File: src/rtl/current_regulator_regs.svh
// Constants for the load adaptive current regulator: register map, field layout, reset values.
// Assumes inclusion by the regulator module only.
`ifndef CURRENT_REGULATOR_REGS_SVH
`define CURRENT_REGULATOR_REGS_SVH
// ==========================================================
// Register byte addresses
`define REG_CONFIG_ADDR 4'h0
`define REG_LIMIT_ADDR 4'h4
`define REG_STATUS_ADDR 4'h8
`define REG_SAMPLE_ADDR 4'hC
// ==========================================================
// Config register fields
`define CFG_LOWER_LSB 0
`define CFG_WIDTH_LSB 4
`define CFG_INC_LSB 8
`define CFG_DEC_LSB 10
`define CFG_FLOOR_BIT 12
`define CFG_FILTER_BIT 13
// Limit register field
`define LIM_SCALE_LSB 0
// Status register fields
`define STS_LEVEL_LSB 0
`define STS_DECCNT_LSB 8
`define STS_PHASE_LSB 16
// ==========================================================
// Scaling and counts
`define THRESH_SHIFT 5
`define FILTER_DIV 4
`define DEC_CNT_C0 6'h20
`define DEC_CNT_C1 6'h08
`define DEC_CNT_C2 6'h02
`define DEC_CNT_C3 6'h01
`define SCALE_RESET 5'h00
`define LEVEL_RESET 5'h00
`endif

File: src/rtl/current_regulator_pkg.sv
// Types shared by the load adaptive current regulator and its bench.
// Assumes the constants header is available on the include path.
package current_regulator_pkg;
  // ==========================================================
  // Regulation settings written by software
  typedef struct packed {
    logic [3:0] lower_load_threshold_code;
    logic [3:0] upper_window_width;
    logic [1:0] increment_step_code;
    logic [1:0] decrement_rate_code;
    logic floor_quarter_choice;
    logic measurement_filter_enable;
  } reg_config_t;
  // Classic Wishbone request from the master
  typedef struct packed {
    logic cyc;
    logic stb;
    logic we;
    logic [3:0] sel;
    logic [3:0] adr;
    logic [31:0] dat;
  } wb_req_t;
  // Classic Wishbone answer to the master
  typedef struct packed {
    logic ack;
    logic err;
    logic [31:0] dat;
  } wb_rsp_t;
  // Load sample from the measurement logic
  typedef struct packed {
    logic valid;
    logic [9:0] load_measurement;
  } load_sample_t;
  // Sample classification
  typedef enum logic [1:0] {
    ZONE_IDLE = 2'b00,
    ZONE_HEAVY = 2'b01,
    ZONE_MID = 2'b10,
    ZONE_LIGHT = 2'b11
  } zone_t;
endpackage : current_regulator_pkg

File: src/rtl/load_adaptive_current_regulator.sv
// Load adaptive current regulator: turns full-step load samples into a clamped coil current scale.
// Assumes one 10 MHz clock, a classic Wishbone master, and load samples as one-cycle valid strobes.
`timescale 1ns/1ps
`default_nettype none
`include "current_regulator_regs.svh"
module load_adaptive_current_regulator #(
  parameter int LOAD_W = 10,
  parameter int SCALE_W = 5
) (
  // Clock and reset
  input wire logic i_clk,
  input wire logic i_rst,
  // Wishbone slave
  input wire current_regulator_pkg::wb_req_t i_wb,
  output current_regulator_pkg::wb_rsp_t o_wb,
  // Load samples, one per full step
  input wire current_regulator_pkg::load_sample_t i_sample,
  // Regulated coil current scale
  output logic [SCALE_W-1:0] o_regulated_current_level,
  output logic o_coil_enable,
  output logic o_eval_pulse
);
  import current_regulator_pkg::*;

  // ==========================================================
  // Elaboration checks
  if (LOAD_W != 10) begin : g_bad_load
    $error("LOAD_W must be 10");
  end
  if (SCALE_W != 5) begin : g_bad_scale
    $error("SCALE_W must be 5");
  end

  // ==========================================================
  // Helper functions
  // Threshold from a code scaled by 32
  function automatic logic [LOAD_W:0] scale32(input logic [5:0] code);
    scale32 = {code, 5'h00};
  endfunction : scale32

  // Write one byte lane-masked word
  function automatic logic [31:0] merge(input logic [31:0] old, input logic [31:0] nw, input logic [3:0] sel);
    logic [31:0] r;
    r = old;
    for (int b = 0; b < 4; b++) begin
      if (sel[b]) begin
        r[b*8 +: 8] = nw[b*8 +: 8];
      end
    end
    merge = r;
  endfunction : merge

  // ==========================================================
  // Registers
  reg_config_t cfg_q;
  logic [SCALE_W-1:0] scale_limit_q;
  logic configured_q;
  logic [SCALE_W-1:0] level_q;
  logic [5:0] dec_cnt_q;
  logic [1:0] phase_q;
  logic [LOAD_W-1:0] last_sample_q;
  logic [LOAD_W+1:0] acc_q;
  zone_t zone_q;

  // ==========================================================
  // Bus decode
  logic wb_hit;
  logic wb_mapped;
  logic [31:0] cfg_word;
  logic [31:0] cfg_new;
  logic [31:0] lim_new;
  logic [31:0] status_word;
  logic [31:0] rd_word;

  assign wb_hit = i_wb.cyc && i_wb.stb && !o_wb.ack && !o_wb.err;
  assign wb_mapped = (i_wb.adr == `REG_CONFIG_ADDR) || (i_wb.adr == `REG_LIMIT_ADDR) ||
                     (i_wb.adr == `REG_STATUS_ADDR) || (i_wb.adr == `REG_SAMPLE_ADDR);

  // Pack config into its bus layout
  always_comb begin
    cfg_word = 32'h0000_0000;
    cfg_word[`CFG_LOWER_LSB +: 4] = cfg_q.lower_load_threshold_code;
    cfg_word[`CFG_WIDTH_LSB +: 4] = cfg_q.upper_window_width;
    cfg_word[`CFG_INC_LSB +: 2] = cfg_q.increment_step_code;
    cfg_word[`CFG_DEC_LSB +: 2] = cfg_q.decrement_rate_code;
    cfg_word[`CFG_FLOOR_BIT] = cfg_q.floor_quarter_choice;
    cfg_word[`CFG_FILTER_BIT] = cfg_q.measurement_filter_enable;
  end

  assign cfg_new = merge(cfg_word, i_wb.dat, i_wb.sel);
  assign lim_new = merge({27'h0000000, scale_limit_q}, i_wb.dat, i_wb.sel);

  // Status shows the actual level, decrement count and filter phase
  always_comb begin
    status_word = 32'h0000_0000;
    status_word[`STS_LEVEL_LSB +: SCALE_W] = level_q;
    status_word[`STS_DECCNT_LSB +: 6] = dec_cnt_q;
    status_word[`STS_PHASE_LSB +: 2] = phase_q;
  end

  // Read mux
  always_comb begin
    case (i_wb.adr)
      `REG_CONFIG_ADDR: rd_word = cfg_word;
      `REG_LIMIT_ADDR: rd_word = {27'h0000000, scale_limit_q};
      `REG_STATUS_ADDR: rd_word = status_word;
      `REG_SAMPLE_ADDR: rd_word = {22'h000000, last_sample_q};
      default: rd_word = 32'h0000_0000;
    endcase
  end

  // Bus answer: one registered ack the cycle after the request, err on unmapped address
  always_ff @(posedge i_clk or posedge i_rst) begin
    if (i_rst) begin
      o_wb <= '0;
    end else begin
      o_wb.ack <= wb_hit && wb_mapped;
      o_wb.err <= wb_hit && !wb_mapped;
      o_wb.dat <= (wb_hit && wb_mapped && !i_wb.we) ? rd_word : 32'h0000_0000;
    end
  end

  // Config register writes
  always_ff @(posedge i_clk or posedge i_rst) begin
    if (i_rst) begin
      cfg_q <= '0;
    end else if (wb_hit && i_wb.we && i_wb.adr == `REG_CONFIG_ADDR) begin
      cfg_q.lower_load_threshold_code <= cfg_new[`CFG_LOWER_LSB +: 4];
      cfg_q.upper_window_width <= cfg_new[`CFG_WIDTH_LSB +: 4];
      cfg_q.increment_step_code <= cfg_new[`CFG_INC_LSB +: 2];
      cfg_q.decrement_rate_code <= cfg_new[`CFG_DEC_LSB +: 2];
      cfg_q.floor_quarter_choice <= cfg_new[`CFG_FLOOR_BIT];
      cfg_q.measurement_filter_enable <= cfg_new[`CFG_FILTER_BIT];
    end
  end

  // Scale limit: zero after reset, coil drive only once software writes it
  always_ff @(posedge i_clk or posedge i_rst) begin
    if (i_rst) begin
      scale_limit_q <= `SCALE_RESET;
      configured_q <= 1'b0;
    end else if (wb_hit && i_wb.we && i_wb.adr == `REG_LIMIT_ADDR && i_wb.sel[0]) begin
      scale_limit_q <= lim_new[`LIM_SCALE_LSB +: SCALE_W];
      configured_q <= 1'b1;
    end
  end

  // ==========================================================
  // Sample path and filter
  logic eval_en;
  logic [LOAD_W-1:0] eval_value;
  logic [LOAD_W+1:0] acc_sum;

  assign acc_sum = acc_q + {2'b00, i_sample.load_measurement};
  // Unfiltered: every sample evaluates; filtered: every fourth, on the mean
  assign eval_en = i_sample.valid && (!cfg_q.measurement_filter_enable || phase_q == 2'(`FILTER_DIV - 1));
  assign eval_value = cfg_q.measurement_filter_enable ? acc_sum[LOAD_W+1:2] : i_sample.load_measurement;

  // Filter phase and accumulator
  always_ff @(posedge i_clk or posedge i_rst) begin
    if (i_rst) begin
      phase_q <= 2'b00;
      acc_q <= '0;
    end else if (!cfg_q.measurement_filter_enable) begin
      phase_q <= 2'b00;
      acc_q <= '0;
    end else if (i_sample.valid) begin
      phase_q <= phase_q + 2'b01;
      acc_q <= eval_en ? '0 : acc_sum;
    end
  end

  // Last raw sample for software
  always_ff @(posedge i_clk or posedge i_rst) begin
    if (i_rst) begin
      last_sample_q <= '0;
    end else if (i_sample.valid) begin
      last_sample_q <= i_sample.load_measurement;
    end
  end

  // ==========================================================
  // Thresholds and bounds
  logic [LOAD_W:0] lower_thr;
  logic [LOAD_W:0] upper_thr;
  logic [SCALE_W-1:0] floor_lvl;
  logic [SCALE_W:0] inc_step;
  logic [5:0] dec_need;
  zone_t zone_d;

  assign lower_thr = scale32({2'b00, cfg_q.lower_load_threshold_code});
  assign upper_thr = scale32({2'b00, cfg_q.lower_load_threshold_code} +
                             {2'b00, cfg_q.upper_window_width} + 6'h01);
  // Floor as a fraction of the (value+1)/32 limit, kept in the same biased code
  assign floor_lvl = cfg_q.floor_quarter_choice ?
                     SCALE_W'(({1'b0, scale_limit_q} + 6'h01) >> 2) :
                     SCALE_W'(({1'b0, scale_limit_q} + 6'h01) >> 1);
  assign inc_step = 6'h01 << cfg_q.increment_step_code;

  always_comb begin
    case (cfg_q.decrement_rate_code)
      2'h0: dec_need = `DEC_CNT_C0;
      2'h1: dec_need = `DEC_CNT_C1;
      2'h2: dec_need = `DEC_CNT_C2;
      default: dec_need = `DEC_CNT_C3;
    endcase
  end

  // Classify the evaluated sample
  always_comb begin
    if ({1'b0, eval_value} < lower_thr) begin
      zone_d = ZONE_HEAVY;
    end else if ({1'b0, eval_value} >= upper_thr) begin
      zone_d = ZONE_LIGHT;
    end else begin
      zone_d = ZONE_MID;
    end
  end

  // Last classification, kept for debug visibility
  always_ff @(posedge i_clk or posedge i_rst) begin
    if (i_rst) begin
      zone_q <= ZONE_IDLE;
    end else if (eval_en) begin
      zone_q <= zone_d;
    end
  end

  // ==========================================================
  // Regulation of level and decrement counter
  logic [SCALE_W:0] raised;
  logic [SCALE_W-1:0] floor_adj;

  assign raised = {1'b0, level_q} + inc_step;
  // Floor never above the limit, so clamp stays consistent
  assign floor_adj = (floor_lvl > scale_limit_q) ? scale_limit_q : floor_lvl;

  always_ff @(posedge i_clk or posedge i_rst) begin
    if (i_rst) begin
      level_q <= `LEVEL_RESET;
      dec_cnt_q <= 6'h00;
    end else begin
      if (eval_en) begin
        case (zone_d)
          ZONE_HEAVY: begin
            level_q <= (raised > {1'b0, scale_limit_q}) ? scale_limit_q : raised[SCALE_W-1:0];
            dec_cnt_q <= 6'h00;
          end
          ZONE_LIGHT: begin
            if (dec_cnt_q + 6'h01 >= dec_need) begin
              dec_cnt_q <= 6'h00;
              level_q <= (level_q > floor_adj) ? level_q - 5'h01 : floor_adj;
            end else begin
              dec_cnt_q <= dec_cnt_q + 6'h01;
            end
          end
          default: begin
            level_q <= level_q;
          end
        endcase
      end else if (level_q > scale_limit_q) begin
        level_q <= scale_limit_q;
      end else if (level_q < floor_adj) begin
        level_q <= floor_adj;
      end
    end
  end

  // ==========================================================
  // Registered outputs
  always_ff @(posedge i_clk or posedge i_rst) begin
    if (i_rst) begin
      o_regulated_current_level <= `LEVEL_RESET;
      o_coil_enable <= 1'b0;
      o_eval_pulse <= 1'b0;
    end else begin
      o_regulated_current_level <= level_q;
      o_coil_enable <= configured_q;
      o_eval_pulse <= eval_en;
    end
  end
endmodule : load_adaptive_current_regulator
`default_nettype wire

File: config.mk
export PLATFORM = sky130hd
export DESIGN_NAME = load_adaptive_current_regulator
export DESIGN_NICKNAME = d
export VERILOG_FILES = /design/src/rtl/current_regulator_pkg.sv /design/src/rtl/load_adaptive_current_regulator.sv
export VERILOG_INCLUDE_DIRS = /design/src /design/src/rtl
export SDC_FILE = /design/constraint.sdc
export NUM_CORES = 1
export LEC_CHECK = 0
export BUFFER_PORTS_ARGS = -buffer_cell sky130_fd_sc_hd__buf_2
export CAP_MARGIN = 40
export CORE_ASPECT_RATIO = 0.6
export CORE_MARGIN = 3
export CORE_UTILIZATION = 31
export DETAILED_ROUTE_END_ITERATION = 10
export HOLD_SLACK_MARGIN = 0.1
export SLEW_MARGIN = 0
export SYNTH_ARGS = -nofsm -noshare
export SYNTH_HDL_FRONTEND = slang
export SYNTH_SLANG_ARGS = --single-unit
File: constraint.sdc
create_clock -name i_clk -period 10.6 [get_ports i_clk]
set_input_delay 0 -clock i_clk [delete_from_list [all_inputs] [get_ports i_clk]]
set_output_delay 0 -clock i_clk [all_outputs]
set_load 0.005 [all_outputs]
==> results.ini <==
[timing]
slew_headroom_pct = 45.31
tightest_slew_ps = 820.4
fmax_ghz = 0.1843
whs_ps = 133.4
fin_skew_ps = 6.595
slew_violations = 0
period_needed_ps = 5427
worst_slack_ps = 5173
hold_viol = 0
rsz0062_at_grt = no
min_period_over_period_pct = 51.20
setup_viol = 0
tns_ps = 0

[route]
vias_per_cell = 5.079
route.detailed.drc = 0
ant_nets = 0
vias = 4642
wl_per_cell_um = 16.79
routed_wl_um = 15340
drtIter0Drc = 344
dr.pass1.iters = 5

[finish]
final_nets = 788
layout_common_cells = dfrtp_1 (80), buf_2 (61), ha_1 (54)
fillers = 1795
multi_input_area_um2 = 3347
area_growth_pct = 19.92
final_core_util_pct = 38.54
instances_no_fill = 914
antenna_cells = 0
final_area_um2 = 6726
seqCellArea_um2 = 2002
final_common_cell = dfrtp_1
layout-drive-gt1-share_pct = 17.94

[worst_setup_path]
critPathKind = reg2reg
cp_max_fo = 7
crit_top_cell = o21a_1
start_kind = flop
path_buf_inv = 1
required_ps = 10840
crit_family = compound AO/OA/AOI/OAI gates
worst_setup_path_end_kind = flop
cp.arrival_ps = 5670
worstPathCellList = inv_1, nor3_1, xnor2_1, mux2i_1, ha_1, nor2b_1, o21a_1, o21a_1, nor3_1, o21ai_0, and2_1, ha_1, nor2b_1, o21a_1, o21a_1, o21a_1, o22ai_1, a2bb2oi_1, a21o_1, o211ai_1
slowest_stage = dfrtp_1
max_stage_delay_ps = 550

[placed_design]
place_ws_ps = 5353
dpl.cell_count = 868
post_dp_cell_area_um2 = 6098
io_buffer_count = 60
hpwl_um = 11820
place_congestion = 0.9368

[logic_synthesis]
netlist_instances = 589
synth_area_um2 = 5609
synth.avg_cell_area_um2 = 9.523
ys.flop_type = dfrtp_1
ys_async_sr_fraction_pct = 100.0
synthTopCellsByArea = dfrtp_1 (36%), ha_1 (12%), mux2_2 (4.8%)
synth_edf_count = 0
yosysSeqAreaShare_pct = 35.69
synth_area_leader_cell = dfrtp_1
synth_seq_cells = 80
netlist.area_leader.share_pct = 35.69
yosysUniqueCellTypes = 61
yosys_warnings = 0

[clock_tree]
clkLatencyLatePin_ps = 340
htreeDepth = 3
cts.clk_slew.worst_paths_ps = 60
clock_sinks = 80
clock_path_buffers = 2
cts_resized = 0
cts_buffers = 9
cts_tree = yes
cts_root_buf = clkbuf_16

[global_routing]
grt_max_degree = 62
grt_pass1_wl_um = 24950
first_global_vias = 4479
track_usage_pct = 16.10
gr-total-overflow = 0
antenna_found_initial = 0

[worst_hold_path]
hold_path_class = in2reg

[floorplan]
coreArea_um2 = 17450
die_area_um2 = 19800
ios = 97
initial_utilization_pct = 32.14
die_h_um = 110.2
fp.dieW_um = 179.7
std_cell_rows = 37

[power_and_ir_drop]
power_mw = 1.277
power_density_nw_per_um2 = 189.8
leakagePower_nw = 3.168
irDropWorstVdd_mv = 0.07533

[outcome]
status = finished, final reports clean

[flow_run]
drv_cap = 0

flip-flops by register name (all words and copies together) (netlist names), 2 cells and up:
name	flops
acc_q	12
cfg_q	14
dec_cnt_q	6
last_sample_q	10
level_q	5
o_regulated_current_level	5
o_wb	18
phase_q	2
scale_limit_q	5
synthesized netlist by cell type (2+ instances only):
library cell  instances
o211a_1               2
mux4_2                5
a211o_1               2
nand3_1              26
nand4_1               2
inv_1                32
and2_1                4
fa_1                  3
xnor2_1              12
nor3b_1               2
o21ai_0              35
ha_1                 54
nor2_1               44
nor3_1               18
o2111ai_1             6
clkbuf_1             16
or4_1                 2
o22ai_1               3
mux2i_1              13
o31a_1                2
or2_2                 5
a21boi_0              2
buf_4                16
nand2b_1              9
a31oi_1               6
o31ai_1               3
o211ai_1             10
o21a_1                8
nor2b_1              15
dfrtp_1              80
clkinv_1              2
a211oi_1              4
and3_1                7
a22oi_1               3
or3_1                 6
xor2_1                8
o2bb2ai_1             4
nand2_1              36
mux2_2               24
o21ai_1               4
o221ai_1              2
a21o_1                6
a21oi_1              28
layout make-up:
class,instances,area share (%)
multi-input cells,456,49.76
flip-flops and latches,80,29.76
repair buffers,94,9.338
well taps,234,4.353
clock buffers,9,3.348
inverters,34,1.916
clock inverters,7,1.525
power breakdown:
part           internal, mW  leakage [nW]  switching, mW
clock                 0.209         0.162          0.134
combinational         0.241          1.98          0.293
sequential            0.341          1.02         0.0586
metal layers:
metal	part of all wire, %	vias to the layer above	GRT usage, %
li1	-	2283	-
met1	56	2186	26.23
met2	36	167	20.24
met3	8.0	6	4.590
met4	0.63	0	3.254
met5	0	-	0
path summary, 6_finish.rpt:
kind / start / endpoint / slack [ps] / depth (start not counted)
hold reg to reg: configured_q / o_coil_enable / 370 / 0
setup reg to reg: scale_limit_q[0] / level_q[2] / 5170 / 20
min in group asynchronous: i_rst / acc_q[1] / 140 / 3
max in group asynchronous: i_rst / level_q[0] / 9330 / 4
hold / removal: i_wb[36] / scale_limit_q[0] / 130 / 5
setup / recovery: scale_limit_q[0] / level_q[2] / 5170 / 20
cells by family after synthesis:
| group | share of synthesized area (%) |
|---|---|
| multiplexers | 9.413 |
| XOR/XNOR | 3.123 |
| adder cells (fa/ha/maj) | 13.12 |
| AND/OR/NAND/NOR | 15.99 |
| AO/OA/AOI/OAI | 16.95 |
| flip-flops | 35.69 |
| buffers and inverters | 5.644 |
| other | 0.06686 |
worst register-to-register path: cells and delay by family (launching register included):
family	cells	cell delay [ps]
AOI/OAI and AO/OA	10	2500
and+or+nand+nor	5	1190
adders and majority gates	2	590
DFF	1	550
buffers and inverters	1	190
xor gates and xnor gates	1	190
muxes	1	140
timing repair:
item                                   in CTS  in global routing
setup buffers                               0                  0
hold buffers                               30                  0
endpoints found under the hold margin      50                  0
Power figures use the tool's default switching activity.
